`src/include/eis_params.svh`:
```
// offsets, field positions, reset values and build constants of the input select bank
`ifndef EIS_PARAMS_SVH
`define EIS_PARAMS_SVH

// register byte offsets, low address bits only
`define EIS_ADDR_W            12
`define EIS_OFF_CFG_EXT       12'h000
`define EIS_OFF_EXT_SEL       12'h004

// build choices
`define EIS_MAX_SEL           4
`define EIS_NUM_SEL           3
`define EIS_FIELD_W           8
`define EIS_EXT_BUS_W         64
`define EIS_IDX_W             6
`define EIS_FIELD_MASK        8'h3F

// configuration extension content
`define EIS_CFG_SAMPLING_CTRL 1'b0
`define EIS_CFG_WPT_USABLE    1'b1
`define EIS_CFG_WPT_NUM       4'h4
`define EIS_CFG_INSTR_NUM     3'h0
`define EIS_CFG_NO_DADDR      1'b0
`define EIS_CFG_ALL_READ      1'b1
`define EIS_CFG_BUS_SIZE      8'h40
`define EIS_CFG_SEL_NUM       3'h3

// configuration extension field positions
`define EIS_CCE_SAMPLING_BIT  21
`define EIS_CCE_WPT_USE_BIT   20
`define EIS_CCE_WPT_NUM_LSB   16
`define EIS_CCE_INSTR_LSB     13
`define EIS_CCE_NO_DADDR_BIT  12
`define EIS_CCE_ALL_READ_BIT  11
`define EIS_CCE_BUS_SIZE_LSB  3
`define EIS_CCE_SEL_NUM_LSB   0

// reset values
`define EIS_SEL_RESET         32'h0000_0000
`define EIS_RDATA_RESET       32'h0000_0000

// bus encodings
`define EIS_HSIZE_WORD        3'h2

`endif

```
`src/include/eis_pkg.sv`:
```
// types shared by the input select bank
package eis_pkg;

  typedef struct packed {
    logic        hsel;
    logic [31:0] haddr;
    logic [1:0]  htrans;
    logic        hwrite;
    logic [2:0]  hsize;
    logic [31:0] hwdata;
    logic        hready;
  } eis_ahb_req_t;

  typedef struct packed {
    logic [31:0] hrdata;
    logic        hreadyout;
    logic        hresp;
  } eis_ahb_rsp_t;

  typedef enum logic [1:0] {
    EIS_PH_IDLE,
    EIS_PH_WRITE,
    EIS_PH_READ
  } eis_phase_t;

endpackage

```
`src/core/eis_sel_mux.sv`:
```
// one selector: picks a line of the extended input bus
`timescale 1ns/1ps
`include "eis_params.svh"

module eis_sel_mux (
  // bus and index
  input  wire logic [`EIS_EXT_BUS_W-1:0] bus,
  input  wire logic [`EIS_IDX_W-1:0]     idx,
  // picked line
  output logic                           line
);

  always_comb
  begin
    line = bus[idx];
  end

endmodule

```
`src/core/eis_top.sv`:
```
// configuration extension word and extended input selection behind an AHB-Lite slave
//
// Function
// - bit 21 shows sampling-control register presence
// - bit 20 shows watchpoint inputs usable
// - bits 19:16 give watchpoint input count, max 8
// - bits 15:13 give instrumentation resources, max 4
// - bit 12 set when no data compare
// - bit 11 set when all registers readable
// - bits 10:3 bus size, zero without selectors
// - bits 2:0 give built selector count
// - four 8-bit selector fields, low to high
// - unbuilt selector fields read zero, ignore writes
// - no selectors: whole register zero, ignored
// - extended bus at most 256 lines
// - unusable high selector bits read zero
//
// Implementation choices: the AHB-Lite register port and the placing of the registers.
`timescale 1ns/1ps
`include "eis_params.svh"

module eis_top (
  // clock, reset, enable
  input  wire logic                      clk,
  input  wire logic                      rstn,
  input  wire logic                      ce,
  // register bus
  input  wire eis_pkg::eis_ahb_req_t     ahb_req,
  output eis_pkg::eis_ahb_rsp_t          ahb_rsp,
  // extended external input bus, asynchronous
  input  wire logic [`EIS_EXT_BUS_W-1:0] ext_bus_in,
  // selected resource lines
  output logic [`EIS_MAX_SEL-1:0]        ext_res_out
);
  import eis_pkg::*;

  localparam int NUM_SEL = `EIS_NUM_SEL;
  localparam int MAX_SEL = `EIS_MAX_SEL;
  localparam int FW      = `EIS_FIELD_W;
  localparam int BUS_W   = `EIS_EXT_BUS_W;

  // bus width never exceeds 256 lines and fits the index
  initial
  begin
    if (BUS_W > 256 || BUS_W > (1 << `EIS_IDX_W))
    begin
      $error("extended bus too wide");
    end
  end

  // writable bits of the selection register
  function automatic logic [31:0] sel_mask();
    logic [31:0] m;
    m = 32'h0000_0000;
    for (int i = 0; i < MAX_SEL; i++)
    begin
      if (i < NUM_SEL)
      begin
        m[i*FW +: FW] = `EIS_FIELD_MASK;
      end
    end
    return m;
  endfunction

  // configuration extension word, fixed at build time
  function automatic logic [31:0] cfg_word();
    logic [31:0] w;
    w = 32'h0000_0000;
    w[`EIS_CCE_SAMPLING_BIT]                 = `EIS_CFG_SAMPLING_CTRL;
    w[`EIS_CCE_WPT_USE_BIT]                  = `EIS_CFG_WPT_USABLE;
    w[`EIS_CCE_WPT_NUM_LSB +: 4]             = `EIS_CFG_WPT_NUM;
    w[`EIS_CCE_INSTR_LSB +: 3]               = `EIS_CFG_INSTR_NUM;
    w[`EIS_CCE_NO_DADDR_BIT]                 = `EIS_CFG_NO_DADDR;
    w[`EIS_CCE_ALL_READ_BIT]                 = `EIS_CFG_ALL_READ;
    if (`EIS_CFG_SEL_NUM != 3'h0)
    begin
      w[`EIS_CCE_BUS_SIZE_LSB +: 8] = `EIS_CFG_BUS_SIZE;
    end
    w[`EIS_CCE_SEL_NUM_LSB +: 3]             = `EIS_CFG_SEL_NUM;
    return w;
  endfunction

  localparam logic [31:0] SEL_MASK = sel_mask();
  localparam logic [31:0] CFG_WORD = cfg_word();

  // bus signals
  logic                   take;
  logic [`EIS_ADDR_W-1:0] addr;
  eis_phase_t             phase_q;
  logic [`EIS_ADDR_W-1:0] waddr_q;
  logic [31:0]            sel_q;
  logic [31:0]            sel_d;
  logic [31:0]            rd_val;
  eis_ahb_rsp_t           rsp_q;

  // input synchroniser
  logic [BUS_W-1:0]       s1_q;
  logic [BUS_W-1:0]       s2_q;
  logic [BUS_W-1:0]       s3_q;
  logic [BUS_W-1:0]       bus_q;

  // routing
  logic [MAX_SEL-1:0]     pick;
  logic [MAX_SEL-1:0]     res_q;

  assign addr = ahb_req.haddr[`EIS_ADDR_W-1:0];
  assign take = ahb_req.hsel && ahb_req.htrans[1] && ahb_req.hready;

  // address phase capture; only whole-word writes are accepted
  always_ff @(posedge clk)
  begin
    if (!rstn)
    begin
      phase_q <= EIS_PH_IDLE;
      waddr_q <= '0;
    end
    else if (ce)
    begin
      if (take && ahb_req.hwrite && ahb_req.hsize == `EIS_HSIZE_WORD)
      begin
        phase_q <= EIS_PH_WRITE;
        waddr_q <= addr;
      end
      else if (take && !ahb_req.hwrite)
      begin
        phase_q <= EIS_PH_READ;
        waddr_q <= addr;
      end
      else if (ahb_req.hready)
      begin
        phase_q <= EIS_PH_IDLE;
      end
    end
  end

  // data phase write; unbuilt and unusable bits are masked away
  always_comb
  begin
    sel_d = sel_q;
    if (phase_q == EIS_PH_WRITE && waddr_q == `EIS_OFF_EXT_SEL)
    begin
      sel_d = ahb_req.hwdata & SEL_MASK;
    end
  end

  always_ff @(posedge clk)
  begin
    if (!rstn)
    begin
      sel_q <= `EIS_SEL_RESET;
    end
    else if (ce)
    begin
      sel_q <= sel_d;
    end
  end

  // read uses the next value so a write followed at once by a read is seen
  always_comb
  begin
    rd_val = 32'h0000_0000;
    if (addr == `EIS_OFF_CFG_EXT)
    begin
      rd_val = CFG_WORD;
    end
    else if (addr == `EIS_OFF_EXT_SEL)
    begin
      rd_val = sel_d & SEL_MASK;
    end
  end

  // response is zero-wait and always OKAY
  always_ff @(posedge clk)
  begin
    if (!rstn)
    begin
      rsp_q.hrdata    <= `EIS_RDATA_RESET;
      rsp_q.hreadyout <= 1'b1;
      rsp_q.hresp     <= 1'b0;
    end
    else if (ce)
    begin
      rsp_q.hreadyout <= 1'b1;
      rsp_q.hresp     <= 1'b0;
      if (take && !ahb_req.hwrite)
      begin
        rsp_q.hrdata <= rd_val;
      end
      else
      begin
        rsp_q.hrdata <= `EIS_RDATA_RESET;
      end
    end
  end

  assign ahb_rsp = rsp_q;

  // three stages; a line changes once stages two and three agree
  always_ff @(posedge clk)
  begin
    if (!rstn)
    begin
      s1_q  <= '0;
      s2_q  <= '0;
      s3_q  <= '0;
      bus_q <= '0;
    end
    else if (ce)
    begin
      s1_q  <= ext_bus_in;
      s2_q  <= s1_q;
      s3_q  <= s2_q;
      bus_q <= (s2_q & s3_q) | (bus_q & (s2_q ^ s3_q));
    end
  end

  // one mux per built selector; the rest stay low
  for (genvar i = 0; i < MAX_SEL; i++)
  begin : g_sel
    if (i < NUM_SEL)
    begin : g_on
      eis_sel_mux u_mux (
        .bus  (bus_q),
        .idx  (sel_q[i*FW +: `EIS_IDX_W]),
        .line (pick[i])
      );
    end
    else
    begin : g_off
      assign pick[i] = 1'b0;
    end
  end

  always_ff @(posedge clk)
  begin
    if (!rstn)
    begin
      res_q <= '0;
    end
    else if (ce)
    begin
      res_q <= pick;
    end
  end

  assign ext_res_out = res_q;

endmodule

```
`config.mk`:
```
export PLATFORM = sky130hd
export DESIGN_NAME = eis_top
export DESIGN_NICKNAME = d
export VERILOG_FILES = /design/src/include/eis_pkg.sv /design/src/core/eis_sel_mux.sv /design/src/core/eis_top.sv
export VERILOG_INCLUDE_DIRS = /design/src /design/src/include
export SDC_FILE = /design/constraint.sdc
export NUM_CORES = 1
export LEC_CHECK = 0
export BUFFER_PORTS_ARGS = -buffer_cell sky130_fd_sc_hd__buf_4
export CORE_MARGIN = 4
export CORE_UTILIZATION = 58
export DETAILED_ROUTE_END_ITERATION = 16
export GPL_TIMING_DRIVEN = 0
export PLACE_DENSITY = 0.8
export SYNTH_ARGS = -nofsm -noshare
export SYNTH_HDL_FRONTEND = slang
export SYNTH_HIERARCHICAL = 1
export SYNTH_SLANG_ARGS = --single-unit
export TNS_END_PERCENT = 100
```
`constraint.sdc`:
```
create_clock -name clk -period 2.2 [get_ports clk]
set_input_delay 0.33 -clock clk [delete_from_list [all_inputs] [get_ports clk]]
set_output_delay 0.33 -clock clk [all_outputs]
set_load 0.02 [all_outputs]
```
==> impl_metrics.tcl <==
set metrics [dict create \
    design.core.area_mm2 0.0234 \
    cts_inserted_buffers 29 \
    hpwl_mm 24.2 \
    cpPeakStageDelay_ps 530 \
    grt_pass1_wl_mm 54.3 \
    cp_slowest_cell "a2111oi_0" \
    multiInputGateArea_mm2 0.00707 \
    design_area_mm2 0.0162 \
    dieArea_mm2 0.0263 \
    startpoint_type "register" \
    antenna_found_initial 0 \
    die_x_um 162 \
    ioPinCount 177 \
    clock_path_buffers 3 \
    seq_area_mm2 0.00619 \
    async_flop_share 0 \
    period_needed_ps 2130 \
    dp.cells 1853 \
    cts.sinks 309 \
    drv_cap 0 \
    path_delay_family "compound AO/OA/AOI/OAI gates" \
    ctsRootBufferMaster "clkbuf_16" \
    place_area_mm2 0.0152 \
    clkTransAtPathRegs_ps 60 \
    post-route-period-util 0.969 \
    ys_top_cells_by_area "dfxtp_1, mux2i_1, nor2_1" \
    drv_slew 0 \
    finClkSkew_ps 17.3 \
    finalNetCount 1768 \
    synth_flop_cell "dfxtp_1" \
    hp-class "primary input to register" \
    place_worst_setup_slack_ps -335 \
    drive_above_1_share 0.170 \
    crit_type "register to register" \
    power_w 0.0118 \
    clk_latency_ps 550 \
    grt_pass1_vias 10700 \
    grt.total_usage 0.249 \
    hold_viol_final 0 \
    instances_no_fill 1905 \
    setup_viol 0 \
    setup_slack_ps 67.5 \
    max_clock_freq_mhz 469 \
    cp_data_required_time_ps 2600 \
    drt-total-wl_mm 33.4 \
    drc 0 \
    diodes 0 \
    worst_pin_slew_ps 950 \
    cp_common_cell "a211oi_2" \
    synth.distinct_cells 43 \
    dieHeight_um 162 \
    peakVddDrop_mv 0.502 \
    io_buffers 123 \
    start_util 0.589 \
    outcome "completed" \
    cp_cell_sequence "buf_8, nor2b_1, a2111oi_0, nor4_1, a211oi_2, a211oi_2, mux2i_1, nor2_1" \
    synth.most_common_cell "dfxtp_1" \
    gp_congestion 0.982 \
    rr_worst_depth 8 \
    drt_iter0_markers 790 \
    leakage_nw 6.82 \
    num_vias 10900 \
    power_density_mw_per_mm2 729 \
    synthToLayoutAreaGrowth_pct 17.6 \
    dr.pass1.iters 5 \
    grt_overflow_total 0 \
    grt_setup_unrepaired "yes" \
    synth_top_area_cell "dfxtp_1" \
    synth_seq_cells 309 \
    syn_area_per_cell_um2 9.88 \
    grt_start_max_net_pins 15 \
    cts_tree "done" \
    n_fill_cell 1826 \
    relSlewSlack 0.367 \
    worst-path-stages 8 \
    syn-cell-area_mm2 0.0138 \
    end_kind "register" \
    placementRows 56 \
    cts-htree-levels 1 \
    yosys_warnings 6 \
    drt.antenna.violating_nets 0 \
    holdPathStages 3 \
    synth.cells.most_frequent "dfxtp_1, mux2i_1, nor2_1" \
    tns_ps 0 \
    vias_per_cell 5.71 \
    crit_buf_inv 1 \
    crit_path_max_fanout 10 \
    cp.arrival_ps 2530 \
    yosysTopAreaCellShare 0.449 \
    post_cts_buffers 0 \
    wl_per_cell_um 17.5 \
    synthCells 1396 \
    ys_seq_area_frac 0.449 \
    synth_edf_count 0 \
]
-- worst min-delay path, delay by kind of cell --
kind / cells / cell delay, ps
AND/OR/NAND/NOR: 1 / 70
multiplexers: 1 / 50
buffers and inverters: 1 / 70
-- final timing paths --
check / end / slack, ps / start
hold / removal: s1_q[59]$_SDFFE_PN0P_ / 10 / ext_bus_in[59]
setup / recovery: ext_res_out[1]$_SDFFE_PN0P_ / 70 / sel_q[8]$_SDFFE_PN0P_
hold reg to reg: ahb_rsp[19]$_SDFFE_PN0P_ / 450 / ahb_rsp[19]$_SDFFE_PN0P_
setup reg to reg: ext_res_out[1]$_SDFFE_PN0P_ / 70 / sel_q[8]$_SDFFE_PN0P_
-- cells in the final DEF, fill, tap and decap left out, drive strengths merged, types with 5 or more instances in the layout --
cell type  instances
a211oi             9
a21oi             84
a22oi             13
and3               6
buf              175
clkbuf           106
clkinv             5
conb              17
dfxtp            309
ha                64
inv               16
mux2i            240
mux4              36
nand2             86
nand2b             6
nand3             23
nand4              5
nor2             233
nor2b              7
nor3               6
nor4              12
o21ai             94
o22ai              6
-- routing by layer --
layer  GRT usage  part of all wire  vias to the layer above  routed length, um
met5           0                 0                        -                  0
met4      0.0765             0.027                        0                903
met2       0.420              0.47                      380              15800
met1       0.331              0.43                     5207              14400
met3      0.0396             0.070                       61               2330
li1            -                 -                     5228                  -
-- area by class of cell --
type | instances | share of cell area
Buffer | 116 | 0.0356
Multi-Input combinational cell | 971 | 0.436
Inverter | 15 | 0.00347
Timing Repair Buffer | 123 | 0.0569
Tap cell | 319 | 0.0246
Clock buffer | 42 | 0.0539
Clock inverter | 10 | 0.00810
Sequential cell | 309 | 0.382
-- metrics by stage --
step	util	hold slack (ps)
after floorplan	-	452
after global placement	0.648	438
after detailed placement	0.648	447
after CTS	0.692	2.08
after global routing	0.693	10.9
final	0.693	12.4
-- power breakdown --
group	switching, W	internal (W)	total, W
registers	0.0000936	0.00573	0.00582
logic	0.000467	0.000373	0.000840
clock network	0.00207	0.00309	0.00517
total	0.00263	0.00920	0.0118
-- sequential cells by signal (all words and copies together) (netlist names) --
signal / cells
s3_q: 64
waddr_q: 12
bus_q: 64
ext_res_out: 3
s2_q: 64
phase_q: 2
sel_q: 18
ahb_rsp: 18
s1_q: 64
-- cell families after synthesis --
group                    synth area share
AO/OA/AOI/OAI                      0.0930
AND/OR/NAND/NOR                     0.120
adder cells (fa/ha/maj)            0.0581
other                            0.000545
flip-flops                          0.449
buffers and inverters              0.0438
multiplexers                        0.236
-- repair_timing --
item / CTS / global route
hold buffers: 0 / 0
gates resized for setup: 6 / 17
pin swaps: 0 / 2
endpoints found under the setup margin: 3 / 8
Power figures use the tool's default switching activity.
